===== config.mk =====
export PLATFORM = sky130hd
export DESIGN_NAME = frcr_top
export DESIGN_NICKNAME = d
export VERILOG_FILES = /design/src/hw/frcr_unused_placeholder_none.sv /design/src/hw/frcr_pkg.sv /design/src/hw/frcr_top.sv /design/src/hw/frcr_sync.sv
export SDC_FILE = /design/constraint.sdc
export NUM_CORES = 1
export LEC_CHECK = 0
export ABC_AREA = 1
export ABC_CLOCK_PERIOD_IN_PS = 1230
export BUFFER_PORTS_ARGS = -buffer_cell sky130_fd_sc_hd__buf_2
export CORE_MARGIN = 2
export CORE_UTILIZATION = 48
export CTS_BUF_LIST = sky130_fd_sc_hd__clkbuf_16
export DETAILED_ROUTE_END_ITERATION = 7
export GPL_ROUTABILITY_DRIVEN = 0
export PLACE_DENSITY = 0.75
export SYNTH_ARGS = -nofsm -noshare
export SYNTH_HDL_FRONTEND = slang
export SYNTH_SLANG_ARGS = --single-unit
export TNS_END_PERCENT = 1

===== constraint.sdc =====
create_clock -name core_clk -period 1.23 [get_ports core_clk]
set_input_delay 0.246 -clock core_clk [delete_from_list [all_inputs] [get_ports core_clk]]
set_output_delay 0.246 -clock core_clk [all_outputs]
set_load 0.01 [all_outputs]

===== src/hw/frcr_unused_placeholder_none.sv =====
`timescale 1ns/1ns
`default_nettype none
`default_nettype wire


===== src/hw/frcr_pkg.sv =====
package frcr_pkg;

  // Register location in identifier space and its layout.
  localparam logic [7:0] FRCR_ID_OFFSET_RCFG = 8'h05;
  localparam int FRCR_BIT_READ_MODE = 15;
  localparam int FRCR_BIT_RESERVED = 14;
  localparam int FRCR_LAT_HI = 13;
  localparam int FRCR_LAT_LO = 11;
  localparam int FRCR_BIT_WAIT_POL = 10;
  localparam int FRCR_BIT_DATA_HOLD = 9;

  // Value after reset: asynchronous page mode, latency 7, wait active high, two-clock hold.
  localparam logic [15:0] FRCR_RCFG_RESET = 16'hBFCF;
  localparam logic [2:0] FRCR_LAT_MIN = 3'h2;

  // Command codes seen on the low data byte of a bus write.
  localparam logic [7:0] FRCR_CMD_CFG_SETUP = 8'h60;
  localparam logic [7:0] FRCR_CMD_CFG_CONFIRM = 8'h03;
  localparam logic [7:0] FRCR_CMD_READ_ARRAY = 8'hFF;
  localparam logic [7:0] FRCR_CMD_READ_ID = 8'h90;
  localparam logic [7:0] FRCR_CMD_CLEAR_STATUS = 8'h50;

  // Reset values of the pin synchronisers: strobes idle high, buses idle low.
  localparam logic [3:0] FRCR_STROBE_IDLE = 4'hF;
  localparam logic [31:0] FRCR_BUS_IDLE = 32'h0000_0000;

  // Command interface states.
  typedef enum logic [1:0] {
    FRCR_ST_READ_ARRAY = 2'b00,
    FRCR_ST_READ_ID = 2'b01,
    FRCR_ST_CFG_SETUP = 2'b10
  } frcr_state_type;

endpackage : frcr_pkg


===== src/hw/frcr_top.sv =====
// How it works
// - Register picks read mode and burst timing.
// - Identifier read at offset 05 returns register.
// - Bit 15: one asynchronous, zero synchronous burst.
// - Latency bits 13:11, codes 2-7, reset 111.
// - Bit 10 sets wait output asserted level.
// - Bit 9 holds words one or two clocks.
// - Setup 60 then 03 loads address; else error.
// - After configure, reads return array data.
// - Asynchronous page mode after reset.
// - Latency counts clocks before first burst word.
`timescale 1ns/1ns
`default_nettype none

module frcr_top
  import frcr_pkg::*;
(
  input wire logic core_clk,
  input wire logic rst_n,
  input wire logic chip_enable_n,
  input wire logic output_enable_n,
  input wire logic write_enable_n,
  input wire logic address_valid_strobe_n,
  input wire logic [15:0] bus_addr,
  input wire logic [15:0] bus_dq_in,
  input wire logic [15:0] array_rdata,
  output logic [15:0] array_addr,
  output logic [15:0] bus_dq_out,
  output logic bus_dq_oe,
  output logic wait_out,
  output logic wait_oe,
  output logic [15:0] read_config_reg,
  output logic status_bit_four,
  output logic status_bit_five
);

  logic [3:0] strobe_s;
  logic [31:0] bus_s;
  logic ce_low;
  logic oe_low;
  logic we_high;
  logic adv_low;
  logic [15:0] addr_s;
  logic [15:0] data_s;

  // Every pin passes two flops before any logic looks at it.
  frcr_sync #(.WIDTH(4), .RST_VAL(FRCR_STROBE_IDLE)) u_sync_strobe (
    .core_clk(core_clk),
    .rst_n(rst_n),
    .async_in({chip_enable_n, output_enable_n, write_enable_n, address_valid_strobe_n}),
    .sync_out(strobe_s)
  );
  frcr_sync #(.WIDTH(32), .RST_VAL(FRCR_BUS_IDLE)) u_sync_bus (
    .core_clk(core_clk),
    .rst_n(rst_n),
    .async_in({bus_addr, bus_dq_in}),
    .sync_out(bus_s)
  );

  assign ce_low = ~strobe_s[3];
  assign oe_low = ~strobe_s[2];
  assign we_high = strobe_s[1];
  assign adv_low = ~strobe_s[0];
  assign addr_s = bus_s[31:16];
  assign data_s = bus_s[15:0];

  // Command interface state and the register itself.
  frcr_state_type state_q, state_d;
  logic [15:0] rcfg_q, rcfg_d;
  logic sr4_q, sr4_d;
  logic sr5_q, sr5_d;
  logic we_prev_q, we_prev_d;
  logic write_done;
  logic [7:0] cmd;

  // A write is taken when the synchronised write strobe rises with chip enable low.
  assign write_done = we_high & ~we_prev_q & ce_low;
  assign cmd = data_s[7:0];

  always_comb begin
    state_d = state_q;
    rcfg_d = rcfg_q;
    sr4_d = sr4_q;
    sr5_d = sr5_q;
    we_prev_d = we_high;
    if (write_done) begin
      case (state_q)
        FRCR_ST_CFG_SETUP: begin
          if (cmd == FRCR_CMD_CFG_CONFIRM) begin
            rcfg_d = addr_s;
          end else begin
            sr4_d = 1'b1;
            sr5_d = 1'b1;
          end
          state_d = FRCR_ST_READ_ARRAY;
        end
        default: begin
          if (cmd == FRCR_CMD_CFG_SETUP) begin
            state_d = FRCR_ST_CFG_SETUP;
          end else if (cmd == FRCR_CMD_READ_ID) begin
            state_d = FRCR_ST_READ_ID;
          end else if (cmd == FRCR_CMD_READ_ARRAY) begin
            state_d = FRCR_ST_READ_ARRAY;
          end else if (cmd == FRCR_CMD_CLEAR_STATUS) begin
            // Clear cannot meet a set: errors only arise in the setup state.
            sr4_d = 1'b0;
            sr5_d = 1'b0;
          end
        end
      endcase
    end
  end

  // The register never remembers anything across reset.
  always_ff @(posedge core_clk or negedge rst_n) begin
    if (!rst_n) begin
      state_q <= FRCR_ST_READ_ARRAY;
      rcfg_q <= FRCR_RCFG_RESET;
      sr4_q <= 1'b0;
      sr5_q <= 1'b0;
      we_prev_q <= 1'b1;
    end else begin
      state_q <= state_d;
      rcfg_q <= rcfg_d;
      sr4_q <= sr4_d;
      sr5_q <= sr5_d;
      we_prev_q <= we_prev_d;
    end
  end

  // Burst timing fields decoded from the register.
  logic sync_mode;
  logic [2:0] latency;
  logic wait_pol;
  logic hold_two;
  assign sync_mode = ~rcfg_q[FRCR_BIT_READ_MODE];
  assign latency = rcfg_q[FRCR_LAT_HI:FRCR_LAT_LO];
  assign wait_pol = rcfg_q[FRCR_BIT_WAIT_POL];
  assign hold_two = rcfg_q[FRCR_BIT_DATA_HOLD];

  // Burst sequencing state.
  logic active_q, active_d;
  logic valid_q, valid_d;
  logic [2:0] lat_cnt_q, lat_cnt_d;
  logic hold_q, hold_d;
  logic [15:0] aaddr_q, aaddr_d;
  logic start;

  // A burst starts on the first edge that sees the address strobe low.
  assign start = sync_mode & ce_low & adv_low & ~active_q;

  always_comb begin
    active_d = active_q;
    valid_d = valid_q;
    lat_cnt_d = lat_cnt_q;
    hold_d = hold_q;
    aaddr_d = aaddr_q;
    if (!ce_low || !sync_mode) begin
      active_d = 1'b0;
      valid_d = 1'b0;
      aaddr_d = addr_s;
    end else if (start) begin
      active_d = 1'b1;
      valid_d = 1'b0;
      lat_cnt_d = latency;
      hold_d = 1'b0;
      aaddr_d = addr_s;
    end else if (active_q && !valid_q) begin
      lat_cnt_d = lat_cnt_q - 3'd1;
      valid_d = (lat_cnt_q == 3'd1);
    end else if (valid_q) begin
      // With a two-clock hold the address steps on every other edge.
      if (hold_two && !hold_q) begin
        hold_d = 1'b1;
      end else begin
        hold_d = 1'b0;
        aaddr_d = aaddr_q + 16'd1;
      end
    end
  end

  always_ff @(posedge core_clk or negedge rst_n) begin
    if (!rst_n) begin
      active_q <= 1'b0;
      valid_q <= 1'b0;
      lat_cnt_q <= 3'h0;
      hold_q <= 1'b0;
      aaddr_q <= 16'h0000;
    end else begin
      active_q <= active_d;
      valid_q <= valid_d;
      lat_cnt_q <= lat_cnt_d;
      hold_q <= hold_d;
      aaddr_q <= aaddr_d;
    end
  end

  // Pin-facing outputs, all registered.
  logic [15:0] dq_q, dq_d;
  logic dq_oe_q, dq_oe_d;
  logic wait_q, wait_d;
  logic wait_oe_q, wait_oe_d;
  logic id_hit;

  assign id_hit = (state_q == FRCR_ST_READ_ID) && (addr_s[7:0] == FRCR_ID_OFFSET_RCFG);

  always_comb begin
    dq_oe_d = ce_low & oe_low;
    wait_oe_d = ce_low & oe_low;
    dq_d = (id_hit) ? rcfg_q : array_rdata;
    // Wait is asserted only while a synchronous burst has no data yet.
    wait_d = (active_q & ~valid_q) ? wait_pol : ~wait_pol;
  end

  always_ff @(posedge core_clk or negedge rst_n) begin
    if (!rst_n) begin
      dq_q <= 16'h0000;
      dq_oe_q <= 1'b0;
      wait_q <= 1'b0;
      wait_oe_q <= 1'b0;
    end else begin
      dq_q <= dq_d;
      dq_oe_q <= dq_oe_d;
      wait_q <= wait_d;
      wait_oe_q <= wait_oe_d;
    end
  end

  assign bus_dq_out = dq_q;
  assign bus_dq_oe = dq_oe_q;
  assign wait_out = wait_q;
  assign wait_oe = wait_oe_q;
  assign array_addr = aaddr_q;
  assign read_config_reg = rcfg_q;
  assign status_bit_four = sr4_q;
  assign status_bit_five = sr5_q;

  // Helper: cycles since the burst started, for the latency check.
  logic [3:0] elapsed_q;
  always_ff @(posedge core_clk or negedge rst_n) begin
    if (!rst_n) begin
      elapsed_q <= 4'h0;
    end else begin
      elapsed_q <= start ? 4'h0 : elapsed_q + 4'h1;
    end
  end

  chk_cfg_load: assert property (@(posedge core_clk) disable iff (!rst_n)
    (write_done && state_q == FRCR_ST_CFG_SETUP && cmd == FRCR_CMD_CFG_CONFIRM)
    |=> (rcfg_q == $past(addr_s)) && (state_q == FRCR_ST_READ_ARRAY))
    else $error("Confirm did not load the address into the register.");

  chk_seq_error: assert property (@(posedge core_clk) disable iff (!rst_n)
    (write_done && state_q == FRCR_ST_CFG_SETUP && cmd != FRCR_CMD_CFG_CONFIRM)
    |=> sr4_q && sr5_q && $stable(rcfg_q))
    else $error("Bad second command did not flag a sequence error.");

  chk_back_array: assert property (@(posedge core_clk) disable iff (!rst_n)
    (state_q == FRCR_ST_CFG_SETUP && write_done) |=> state_q == FRCR_ST_READ_ARRAY)
    else $error("Configure sequence did not return to array read.");

  chk_id_read: assert property (@(posedge core_clk) disable iff (!rst_n)
    id_hit && ce_low && oe_low |=> bus_dq_oe && bus_dq_out == $past(rcfg_q))
    else $error("Identifier offset did not return the register.");

  chk_reset_value: assert property (@(posedge core_clk)
    $rose(rst_n) |-> rcfg_q == FRCR_RCFG_RESET && !sync_mode && latency == 3'h7)
    else $error("Register left reset without its default value.");

  chk_only_confirm: assert property (@(posedge core_clk) disable iff (!rst_n)
    !(write_done && state_q == FRCR_ST_CFG_SETUP) |=> $stable(rcfg_q))
    else $error("Register changed outside the configure sequence.");

  chk_async_idle: assert property (@(posedge core_clk) disable iff (!rst_n)
    !sync_mode [*2] |-> !active_q ##1 wait_out == ~$past(wait_pol))
    else $error("Asynchronous mode showed an asserted wait.");

  chk_latency_cnt: assert property (@(posedge core_clk) disable iff (!rst_n)
    $rose(valid_q) && $past(active_q) && $stable(rcfg_q) |-> elapsed_q == {1'b0, latency})
    else $error("First word not after the programmed latency.");

  chk_wait_level: assert property (@(posedge core_clk) disable iff (!rst_n)
    active_q && !valid_q ##1 active_q && $stable(rcfg_q) |-> wait_out == wait_pol)
    else $error("Wait output not at the programmed asserted level.");

  chk_data_hold: assert property (@(posedge core_clk) disable iff (!rst_n)
    valid_q && hold_two && !hold_q && ce_low && sync_mode |=> $stable(aaddr_q))
    else $error("Two-clock hold advanced the word too early.");

endmodule // frcr_top

`default_nettype wire


===== src/hw/frcr_sync.sv =====
`timescale 1ns/1ns
`default_nettype none

// Two flip-flop synchroniser, one stage pair per bit.
module frcr_sync #(
  parameter int WIDTH = 1,
  parameter logic [WIDTH-1:0] RST_VAL = '0
) (
  input wire logic core_clk,
  input wire logic rst_n,
  input wire logic [WIDTH-1:0] async_in,
  output logic [WIDTH-1:0] sync_out
);

  genvar gi;
  generate
    for (gi = 0; gi < WIDTH; gi++) begin : g_bit
      logic meta_q;
      logic sync_q;
      // The first stage feeds only the second stage.
      always_ff @(posedge core_clk or negedge rst_n) begin
        if (!rst_n) begin
          meta_q <= RST_VAL[gi];
          sync_q <= RST_VAL[gi];
        end else begin
          meta_q <= async_in[gi];
          sync_q <= meta_q;
        end
      end
      assign sync_out[gi] = sync_q;
    end
  endgenerate

endmodule // frcr_sync

`default_nettype wire


== Yosys cells after proc, flatten, opt, wreduce, memory -nomap -nowiden ==
Index checks and enable logic that the tools add are counted.
Word-level totals
  bits of input ports: 54
  bits in registers: 116
Cells by class
  reductions and logical operators: 19
  eq/ne operators: 16
  $add $sub $neg: 2
  mux-type cells: 28
  bitwise logic cells: 16
Operators by type and width (number)
  $mux W16: 6
  $add A16 B1 Y16 const B: 1
  $eq A8 B7 Y1 const B: 2
  $eq A8 B8 Y1 const B: 2
  $mux W1: 16
  $not A1 Y1: 9
  $reduce_and A3 Y1: 3
  $eq A8 B2 Y1 const B: 1
  $eq A8 B3 Y1 const B: 1
  $mux W2: 4
  $reduce_bool A2 Y1: 4
  $and A1 B1 Y1: 7
  $mux W3: 2
  $ne A2 B1 Y1 const B: 3
  $ne A3 B3 Y1 const B: 2
  $reduce_and A6 Y1: 1
  $reduce_bool A3 Y1: 2
  $ne A2 B2 Y1 const B: 2
  $reduce_and A2 Y1: 2
  $reduce_bool A4 Y1: 1
  $eq A3 B1 Y1 const B: 1
  $logic_and A1 B1 Y1: 3
  $sub A3 B1 Y3 const B: 1
  $eq A2 B1 Y1 const B: 1
  other kinds (3): 4

== Depth between registers and ports, before layout ==
Gate-level depths: netlist of run 1.
  depth after elaboration: 7
  gate-level depth with buffers: 10

== Cells and area by module ==
Synthesis of run 1 repeated with hierarchy kept, for this count alone.
Second synthesis, totals
  cells, all modules: 546
  area total of the unflattened synthesis: 5300.1 µm²
By module, submodules not included
  frcr_top: cells each 438, area each 3218.1 µm², times used 1, seq. area each 1519.0 µm²
  frcr_sync (u_sync_bus): cells each 96, area each 1841.8 µm², times used 1, seq. area each 1601.5 µm²
  frcr_sync (u_sync_strobe): cells each 12, area each 240.2 µm², times used 1, seq. area each 210.2 µm²

== Worst setup path after synthesis of run 1 ==
OpenSTA, ideal clock, no wires.
  kind: register to register
  from: register aaddr_q[1] (netlist: array_addr[1])
  to: register aaddr_q[10] (netlist: array_addr[10])
  required time: 1.117 ns
  stages on the path, launching flop included: 9
  clock period less this slack: 1.385 ns
  arrival time: 1.273 ns
  library setup time: 0.113 ns
  slack: -0.155 ns
  cells stage by stage: dfrtp_1 ha_1 nand3_2 nor2_4 nand2_1 o21ai_1 nand3_1 nand2_1 inv_1
Between the ends
  word-level cells in the longest chain between the ends: 6
Ends and longest elaborated chain
  start: declaration: line frcr_top.sv:146  | logic [15:0] aaddr_q, aaddr_d;
  start signal: assignment: line frcr_top.sv:194  | aaddr_q <= aaddr_d;
  $add A16 B1 Y16: line frcr_top.sv:177  | aaddr_d = aaddr_q + 16'd1;
  $mux W16: line frcr_top.sv:173  | if (hold_two && !hold_q) begin
  $mux W16: line frcr_top.sv:171  | end else if (valid_q) begin
  $mux W16: line frcr_top.sv:168  | end else if (active_q && !valid_q) begin
  $mux W16: line frcr_top.sv:162  | end else if (start) begin
  $mux W16: line frcr_top.sv:158  | if (!ce_low || !sync_mode) begin
Every way passes these cells. The select of a mux whose other input is x is not followed.
A chain may end at the register's enable or synchronous reset.

== Worst setup path after layout of run 1 ==
  from: register u_sync_bus.g_bit[7].sync_q
  to: register rcfg_q[5] (netlist: read_config_reg[5])
Between the ends
  word-level cells in the longest chain between the ends: 2
Ends and longest elaborated chain
  start: declaration: line frcr_sync.sv:19  | logic sync_q;
  start signal: assignment: line frcr_sync.sv:24  | sync_q <= RST_VAL[gi];
  start signal: assignment: line frcr_sync.sv:27  | sync_q <= meta_q;
  $eq A8 B2 Y1: line frcr_top.sv:89  | if (cmd == FRCR_CMD_CFG_CONFIRM) begin
  $reduce_and A3 Y1 (no source line)
  end signal: assignment: line frcr_top.sv:124  | rcfg_q <= rcfg_d;
  end: declaration: line frcr_top.sv:69  | logic [15:0] rcfg_q, rcfg_d;
Every way passes these cells.

==> impl_results.md, run 1 <==
* Result of the run: finished with violations
* Violations in the final reports: negative setup slack
* Count of distinct cell types in the synthesized netlist at 34
* Cell with the largest stage delay on the worst path: dfrtp_1
* Sequential share of power at 41.5%
* Period utilisation layout at 119.6%
* Worst path cell trace: nor2_2 > nand3_2 > nor3_4 > nand3_2 > buf_12 > nand2_1 > o21ai_2
* Kind of critical path: reg2reg
* Num CTS Buffers at 17
* Worst relative slew slack at 73.70%
* Fin cells at 811
* Quantity of I/O buffers inserted on ports at 98
* Static Leakage at 3.449 nW
* Effective utilization at floorplan at 49.00%
* Maximum number of pins on one net before global-route repair at 35
* Height of the die at 103.2 um
* Overall die width at 103.2 um
* Critical path launch point type: register
* Routed wire length per instance at 13.83 um
* H-tree depth reported by CTS at 4
* Ratio of routed vias to standard cells at 4.832
* Post-synth top flop: dfrtp_1
* Power per standard cell area at 1504 nW/um^2
* Clk pwr share at 43.6%
* Placed insts at 749
* Number of antenna diodes at 0
* Sw Ratio at 26.70%
* Maximum root-to-sink buffer count at 2
* FFs w/ async S/R, synth at 100.0%
* # DRC at 0
* Cell type with the highest aggregate area in the netlist: dfrtp_1
* Antenna violations before repair at 0
* Family with the most delay on the worst path: simple AND/OR/NAND/NOR gates
* Io pins at 107
* Worst path bufs/invs at 1
* Worst-margin pin slew at 394.5 ps
* Global route total overflow at 0
* Type of the worst min-delay path: in2reg
* Global-route wire length before repair at 17860 um
* TritonCTS clock tree: done
* Pre-CTS setup slack at -233.3 ps
* Layout cell share with drive strength beyond 1 at 41.00%
* Violation count after the first detailed-route iteration at 178
* Global-route usage over all layers at 22.40%
* Internal Dissipation at 7.653 mW
* Share of power burned in combinational logic at 14.9%
* Top Registers: u_sync_bus.g_bit.meta_q x24, u_sync_bus.g_bit.sync_q x24
* Post-synth net total at 534
* Max IR drop VDD at 1.000 mV
* Maximum clock frequency at 679.8 MHz
* Vias in the first global route at 3932
* Sink Count at 116
* Worst clock skew on the final layout at 5.387 ps
* Number of standard-cell rows in the floorplan at 36
* Number of synthesized register bits at 116
* Dominant cell type by count on the critical path: nand3_2
* Cell Area, Synth at 4723 sq um
* Final total negative setup slack at -8268 ps
* Number of inserted filler cells in the final layout at 667
* Detail Placement HPWL at 7228 um
* Arr. time, crit path at 1770 ps
* Most common cell after layout, fill and taps aside: nand2_1
* Sequential fraction of the synthesis area at 62.04%
* Insertion delay of the later-clocked pin in the worst-skew pair at 410 ps
* Critical Path RT at 1520 ps
* Layout Nets at 722
* Clock edge transition at the registers on the reported setup and hold paths at 60 ps
* Final number of hold-violating endpoints at 0
* Count of yosys warnings during synthesis at 0
* Delay of the slowest cell on the worst path at 390 ps
* Core Region at 9639 sq um
* Mean cell area of the mapped netlist at 9.902 sq um
* Net Switching at 2.788 mW
* Commonest non-fill, non-tap cells in the layout: 125 x nand2_1, 87 x dfrtp_1, 73 x buf_2, 58 x inv_1, 40 x buf_4
* WL final at 11220 um
* Endpoint type of the worst setup path: register
* Number of enable flip-flop cells after synthesis at 0
* Shortest period the worst path allows at 1471 ps
* Largest cells by area after synthesis: dfrtp_1 50%, dfstp_2 12%, nand2_1 11%
* Clock root cell: clkbuf_16
* Drt first pass iters at 4
* Number of nets still failing antenna checks after routing at 0
* Via count at 3919
* Pins over their slew limit at 0
* Count of max-cap constraint violations at 0
* Worst-case setup margin in the final layout at -241.1 ps
* Die Footprint at 10650 sq um
* Critical Path Fanout Max at 32
* Proportion of netlist area held by the largest area contributor at 49.80%
* Unrepaired setup endpoints after global routing: true
* Cell count after synthesis at 477
* Area growth from synthesis to layout at 46.99%
* Setup-violating endpoint count in the final report at 78
-- worst paths after layout --
kind	cells after the start	slack, ps	from	endpoint
worst max-delay path	7	-240	u_sync_bus.g_bit[7].sync_q	read_config_reg[5]
worst min-delay path	3	30	array_rdata[3]	bus_dq_out[3]
worst max register to register	7	-240	u_sync_bus.g_bit[7].sync_q	read_config_reg[5]
worst min register to register	0	350	u_sync_bus.g_bit[6].meta_q	u_sync_bus.g_bit[6].sync_q
max in group asynchronous	3	350	rst_n	read_config_reg[9]
min in group asynchronous	2	310	rst_n	bus_dq_out[5]
-- cells by family (layout without fill, tap and decap cells) --
family	count (synthesis)	count (layout)	share of synthesized area (%)
AOI/OAI and AO/OA	56	56	7.947
adders and majority gates	3	3	0.7948
DFF	116	116	62.04
and+or+nand+nor	219	219	20.77
xor gates and xnor gates	4	4	0.7419
buffers and inverters	79	280	7.708
-- worst reg2reg max path, delay by kind of cell (launching register included) --
kind	cells	cell delay (ps)
buffers and inverters	1	200
flip-flops	1	390
AND/OR/NAND/NOR	5	710
AO/OA/AOI/OAI	1	60
-- synth_stat cells (4+ instances only) --
library cell    n
buf_6           6
nand2_2         4
nand4_1         5
nand2_1       136
o21ai_1        11
inv_1          61
nor2_1         23
nand3_1        37
buf_2           5
dfstp_2        22
a21oi_1         4
o21ai_0        15
o21ai_2        18
dfrtp_1        94
-- metal layers --
metal | share of wire [%] | routed length, um | global-route usage (%)
met5 | 0 | 0 | 0
met4 | 3.0 | 337 | 12.45
met3 | 5.9 | 666 | 4.772
met2 | 52 | 5879 | 38.81
met1 | 39 | 4336 | 25.92
-- power by group through the flow --
stage	combinational [mW]	clock, mW	sequential, mW
2_1_floorplan	0.554	0	4.40
3_3_place_gp	1.24	0	4.34
3_5_place_dp	1.29	0	4.35
4_1_cts	1.48	4.61	4.31
5_1_grt	1.72	4.80	4.36
6_report	1.55	4.55	4.34
-- stage by stage --
| stage | cell area [sq um] | util (%) | hold WS, ps | power [mW] |
|---|---|---|---|---|
| 2_1_floorplan | 4726 | - | -49.59 | 4.949 |
| 3_3_place_gp | 5758 | 59.74 | 195.0 | 5.581 |
| 3_5_place_dp | 5758 | 59.74 | 196.2 | 5.641 |
| 4_1_cts | 6843 | 70.99 | 12.30 | 10.40 |
| 5_1_grt | 6943 | 72.03 | 46.14 | 10.88 |
| 6_report | 6943 | 72.03 | 27.92 | 10.44 |
-- what timing repair did --
item	4_1_cts	5_1_grt
hold buffers	29	0
resized for setup	57	30
cloned	0	0
pin swaps	6	0
hold endpoints to repair	48	0
endpoints found under the setup margin	83	86
buffers inserted	1	0
-- layout make-up --
cell class | count | area (sq um) | area share [%]
clock buffer | 17 | 425.4 | 6.127
clock inverter | 15 | 131.4 | 1.892
inverter | 65 | 256.5 | 3.694
multi-input combinational | 282 | 1554 | 22.38
sequential | 116 | 2939 | 42.33
tap | 133 | 166.4 | 2.397
timing repair buffer | 183 | 1470 | 21.17
Power figures use the tool's default switching activity.
==> inputs of run 2 (changes only) <==
- CTS_CLUSTER_SIZE: not set -> 30
- GPL_TIMING_DRIVEN: not set -> 0
- SETUP_SLACK_MARGIN: not set -> 0.4
==> impl_results.md, run 2 (synthesis results as in run 1) <==
* Die Footprint at 10650 sq um
* Effective utilization at floorplan at 49.00%
* Critical Path Fanout Max at 5
* Maximum number of pins on one net before global-route repair at 67
* # DRC at 0
* Count of max-cap constraint violations at 0
* Static Leakage at 3.333 nW
* TritonCTS clock tree: done
* Clk pwr share at 45.8%
* Height of the die at 103.2 um
* Worst path bufs/invs at 2
* Pins over their slew limit at 0
* Worst path cell trace: inv_2 > nand4_1 > nor3_4 > nand2_4 > buf_6 > nand2_2 > nand2_1
* Ratio of routed vias to standard cells at 4.781
* Number of inserted filler cells in the final layout at 692
* Most common cell after layout, fill and taps aside: nand2_1
* H-tree depth reported by CTS at 4
* Antenna violations before repair at 0
* Worst-case setup margin in the final layout at -189.4 ps
* Global route total overflow at 0
* Sw Ratio at 26.04%
* Maximum root-to-sink buffer count at 2
* Unrepaired setup endpoints after global routing: true
* Family with the most delay on the worst path: simple AND/OR/NAND/NOR gates
* Internal Dissipation at 7.701 mW
* WL final at 10670 um
* Critical path launch point type: register
* Delay of the slowest cell on the worst path at 380 ps
* Routed wire length per instance at 13.52 um
* Overall die width at 103.2 um
* Via count at 3772
* Multi-input gate area at 1550 sq um
* Cell with the largest stage delay on the worst path: dfrtp_1
* Layout cell share with drive strength beyond 1 at 39.94%
* Arr. time, crit path at 1710 ps
* Max IR drop VDD at 1.067 mV
* Detail Placement HPWL at 6850 um
* Top Registers: u_sync_bus.g_bit.meta_q x24, u_sync_bus.g_bit.sync_q x24
* Type of the worst min-delay path: in2async
* Io pins at 107
* Commonest non-fill, non-tap cells in the layout: 118 x nand2_1, 86 x dfrtp_1, 75 x buf_2, 59 x inv_1, 36 x nand3_1
* Utilization of the core after routing at 69.85%
* Area growth from synthesis to layout at 42.54%
* Violations in the final reports: negative hold slack, negative setup slack
* Number of nets still failing antenna checks after routing at 0
* Sink Count at 116
* Number of antenna diodes at 0
* Worst-margin pin slew at 655.7 ps
* Number of standard-cell rows in the floorplan at 36
* Share of power burned in combinational logic at 12.4%
* Placed standard-cell area at 5413 sq um
* Final Cell Area at 6733 sq um
* Layout Nets at 700
* Clock root cell: clkbuf_16
* Drt first pass iters at 4
* Net Switching at 2.711 mW
* Vias in the first global route at 3608
* Result of the run: finished with violations
* Worst relative slew slack at 56.29%
* FF/Latch Area at 2940 sq um
* Cts hold-fix bufs at 28
* Power per standard cell area at 1547 nW/um^2
* Global-route wire length before repair at 16650 um
* Shortest period the worst path allows at 1419 ps
* Violation count after the first detailed-route iteration at 187
* Core Region at 9639 sq um
* Setup-violating endpoint count in the final report at 70
* Maximum clock frequency at 704.5 MHz
* Global-route usage over all layers at 20.57%
* Kind of critical path: reg2reg
* Num CTS Buffers at 17
* Clock edge transition at the registers on the reported setup and hold paths at 50 ps
* Sequential share of power at 41.8%
* Period utilisation layout at 115.4%
* Final number of hold-violating endpoints at 45
* Pre-CTS setup slack at -267.8 ps
* Critical Path RT at 1520 ps
* Quantity of I/O buffers inserted on ports at 98
* Endpoint type of the worst setup path: register
* Insertion delay of the later-clocked pin in the worst-skew pair at 400 ps
* Worst clock skew on the final layout at 6.937 ps
* Final worst hold slack at -120.2 ps
## run 2: cell count changes in the layout (fill, tap and decap cells not counted), moves of 6 or more
cell,previous run,this run
buf_4,40,21
nand2_1,125,118
nand2_2,12,19
buf_12,6,0
## run 2: layer usage
metal	GRT usage (%)	vias up	share of wire [%]
met4	8.401	0	0.70
met3	4.032	7	4.5
li1	-	1844	-
met2	35.86	109	53
met1	25.17	1812	42
met5	0	-	0
## run 2: repair_timing
action	4_1_cts	5_1_grt
cloned	1	2
endpoints found under the setup margin	111	111
hold endpoints to repair	73	45
setup buffers	11	6
gates resized for setup	37	51
pin swaps	8	10
## run 2: path summary, 6_finish.rpt
check | cells past startpoint | start | slack [ps] | end
worst max-delay path | 7 | u_sync_bus.g_bit[19].sync_q | -190 | bus_dq_out[2]
worst min-delay path | 1 | rst_n | -120 | bus_dq_out[5]
worst max register to register | 7 | u_sync_bus.g_bit[19].sync_q | -190 | bus_dq_out[2]
worst min register to register | 0 | u_sync_bus.g_bit[2].meta_q | 350 | u_sync_bus.g_bit[2].sync_q
max in group asynchronous | 2 | rst_n | 580 | read_config_reg[11]
min in group core_clk | 3 | array_rdata[3] | 40 | bus_dq_out[3]
## run 2: worst reg2reg max path: cells and delay by family (launching register included)
family / cells / cell delay [ps]
AND/OR/NAND/NOR: 5 / 720
flip-flops: 1 / 380
buffers and inverters: 2 / 220
## run 2: area by class of cell
| cell class | instances | area share, % |
|---|---|---|
| Buffer | 14 | 2.081 |
| Clock buffer | 17 | 6.319 |
| Clock inverter | 15 | 2.323 |
| Inverter | 65 | 3.735 |
| Multi-Input combinational cell | 282 | 23.03 |
| Sequential cell | 116 | 43.67 |
| Tap cell | 133 | 2.472 |
| Timing Repair Buffer | 146 | 16.32 |
| Timing Repair inverter | 1 | 0.05575 |
## run 2: power by group through the flow
stage	logic (mW)	registers, mW	clock network [mW]
after floorplan	0.554	4.40	0
after global placement	0.975	4.37	0
after detailed placement	1.03	4.39	0
after CTS	1.21	4.33	4.84
after global routing	1.44	4.39	5.02
final	1.29	4.35	4.77
## run 2: per-stage QoR
step,cells,TNS (ps),hold WS (ps),total power [mW]
floorplan,477,-803.0,-49.59,4.949
global placement,708,-149430,332.9,5.348
detailed placement,709,-6879,319.0,5.411
CTS,781,-8286,-108.0,10.37
global route,789,-14230,-74.52,10.85
finish,789,-8583,-120.2,10.41
==> inputs of run 3 (changes only) <==
- ABC_AREA: 1 -> not set
- CORE_UTILIZATION: 48 -> 47
- CTS_CLUSTER_DIAMETER: not set -> 50
==> impl_results.md, run 3 <==
* Final total negative setup slack at -25030 ps
* Height of the die at 98.71 um
* Global-route usage over all layers at 21.24%
* Power per standard cell area at 1611 nW/um^2
* Number of nets still failing antenna checks after routing at 0
* Largest cells by area after synthesis: dfrtp_1 56%, dfstp_2 14%, mux2_2 8.5%
* Internal Dissipation at 7.689 mW
* Number of antenna diodes at 0
* Drt first pass iters at 6
* Count of distinct cell types in the synthesized netlist at 39
* Kind of critical path: reg2reg
* Die Footprint at 9743 sq um
* Cell type with the highest aggregate area in the netlist: dfrtp_1
* Effective utilization at floorplan at 48.34%
* Pins over their slew limit at 0
* Count of yosys warnings during synthesis at 0
* Final worst hold slack at -197.8 ps
* Cell Area, Synth at 4215 sq um
* Critical path launch point type: register
* Insertion delay of the later-clocked pin in the worst-skew pair at 410 ps
* Most common cell after layout, fill and taps aside: dfrtp_1
* Top Registers: u_sync_bus.g_bit.meta_q x24, u_sync_bus.g_bit.sync_q x24
* Simple-Gate Fraction of Synth Area at 11.16%
* Multiplexer fraction of the synthesized cell area at 9.023%
* Global route total overflow at 0
* Mean cell area of the mapped netlist at 14.05 sq um
* Setup-violating endpoint count in the final report at 78
* Clock root cell: clkbuf_16
* Post-synth top flop: dfrtp_1
* Adder-cell share of the synthesized area at 0.8905%
* Layout cell share with drive strength beyond 1 at 48.19%
* Shortest period the worst path allows at 1961 ps
* FFs w/ async S/R, synth at 100.0%
* Pre-CTS setup slack at -1070 ps
* Violations in the final reports: negative hold slack, negative setup slack
* Worst-case setup margin in the final layout at -730.6 ps
* Routed wire length per instance at 17.31 um
* Final number of hold-violating endpoints at 46
* Area growth from synthesis to layout at 47.31%
* TritonCTS clock tree: done
* Static Leakage at 2.828 nW
* Worst relative slew slack at 64.54%
* Number of standard-cell rows in the floorplan at 34
* XOR/XNOR Fraction of Synth Area at 1.870%
* Placed standard-cell area at 4878 sq um
* Num CTS Buffers at 17
* Number of enable flip-flop cells after synthesis at 0
* Clock edge transition at the registers on the reported setup and hold paths at 50 ps
* Vias in the first global route at 3153
* Number of synthesized register bits at 116
* Cell with the most instances after synthesis: dfrtp_1
* Sink Count at 116
* Worst Reg2Reg Path Length in Cells at 5
* Count of max-cap constraint violations at 0
* Layout Nets at 513
* Post-layout power at 10.00 mW
* Ratio of routed vias to standard cells at 5.326
* Net Switching at 2.314 mW
* Period utilisation layout at 159.4%
* Sequential share of power at 42.8%
* Synthesized-area fraction occupied by ao, oa, aoi and oai cells at 5.580%
* Worst-margin pin slew at 531.8 ps
* Max IR drop VDD at 1.020 mV
* Sw Ratio at 23.13%
* Detail Placement HPWL at 5864 um
* Largest family of logic cells by synthesized area: simple AND/OR/NAND/NOR gates
* Critical Path Fanout Max at 5
* Cell count after synthesis at 300
* Post-synth net total at 357
* Quantity of I/O buffers inserted on ports at 98
* Clk pwr share at 47.7%
* Proportion of netlist area held by the largest area contributor at 55.80%
* Endpoint type of the worst setup path: register
* Maximum number of pins on one net before global-route repair at 60
* Core Region at 8721 sq um
* Result of the run: finished with violations
* Arr. time, crit path at 2250 ps
* Number of inserted filler cells in the final layout at 555
* Via count at 3073
* Violation count after the first detailed-route iteration at 152
* WL final at 9990 um
* H-tree depth reported by CTS at 4
* Final Cell Area at 6210 sq um
* Cell types with the highest counts after synthesis: 94 x dfrtp_1, 32 x mux2_2, 22 x dfstp_2
* Overall die width at 98.71 um
* Maximum clock frequency at 510.1 MHz
* Global-route wire length before repair at 15650 um
* Maximum root-to-sink buffer count at 2
* Antenna violations before repair at 0
* Sequential fraction of the synthesis area at 69.52%
* # DRC at 0
* Type of the worst min-delay path: in2async
* Io pins at 107
* Share of power burned in combinational logic at 9.6%
* Unrepaired setup endpoints after global routing: true
* Worst clock skew on the final layout at 7.103 ps
* Cts hold-fix bufs at 28
* Critical Path RT at 1520 ps
* Commonest non-fill, non-tap cells in the layout: 87 x dfrtp_1, 70 x buf_2, 33 x buf_6, 28 x dlygate4sd3_1, 22 x dfstp_2
-- run 3: cell types whose count changed after synthesis, moves of 5 or more --
cell / delta
mux2_2: +32
nand2_1: -116
or4_1: +6
o21ai_1: -11
buf_2: -5
o21ai_2: -18
inv_1: -54
nor2_1: -11
nand3_1: -27
clkbuf_1: +5
or3_1: +5
a31oi_1: +6
-- run 3: layer usage --
layer / vias to the layer above / GRT usage (%) / wire, um
met3: 21 / 7.305 / 629
met4: 0 / 8.219 / 203
met2: 125 / 34.07 / 5055
met5: - / 0 / 0
met1: 1537 / 26.83 / 4101
li1: 1390 / - / -
-- run 3: what timing repair did --
item / 4_1_cts / 5_1_grt
pin swaps: 9 / 3
setup endpoints to repair: 111 / 121
endpoints found under the hold margin: 74 / 46
resized for setup: 71 / 22
gates cloned: 1 / 0
setup buffers: 6 / 3
-- run 3: final timing paths --
path	startpoint	slack [ps]	to
max	u_sync_bus.g_bit[2].sync_q	-730	read_config_reg[5]
min	rst_n	-200	wait_out
max reg2reg	u_sync_bus.g_bit[2].sync_q	-730	read_config_reg[5]
min reg2reg	u_sync_bus.g_bit[18].meta_q	340	u_sync_bus.g_bit[18].sync_q
max in group asynchronous	rst_n	710	read_config_reg[15]
min in group core_clk	array_rdata[1]	70	bus_dq_out[1]
-- run 3: layout make-up --
type                            count  area, sq um  area share [%]
Sequential cell                   116         2939           47.33
Clock inverter                     15        151.4           2.438
Timing Repair Buffer              137         1064           17.13
Multi-Input combinational cell    168         1345           21.66
Buffer                              9        123.9           1.995
Tap cell                          108        135.1           2.176
Clock buffer                       17        425.4           6.851
Inverter                            7        26.28          0.4231
-- run 3: power by group through the flow --
stage | registers (mW) | clock network, mW | logic, mW
after floorplan | 4.30 | 0 | 0.326
after global placement | 4.28 | 0 | 0.664
after detailed placement | 4.30 | 0 | 0.710
after CTS | 4.26 | 4.82 | 0.858
after global routing | 4.30 | 5.02 | 1.03
final | 4.28 | 4.77 | 0.956
-- run 3: cell families after synthesis --
logic type / count (synthesis)
flops: 116
simple gates: 84
compound gates: 38
mux: 34
buf+inv: 16
xor+xnor: 9
fa+ha+maj: 3
-- run 3: stage by stage --
stage / instances / util, %
finish: 577 / 71.21
global route: 577 / 71.21
CTS: 574 / 69.78
detailed placement: 507 / 55.94
global placement: 506 / 55.60
floorplan: 300 / -
-- run 3: critical path, stage by stage, from the launching register on --
cell and delay [ps]:
dfrtp_1 380, or4_4 570, nor4_4 290, buf_6 170, buf_8 140, mux2_4 290
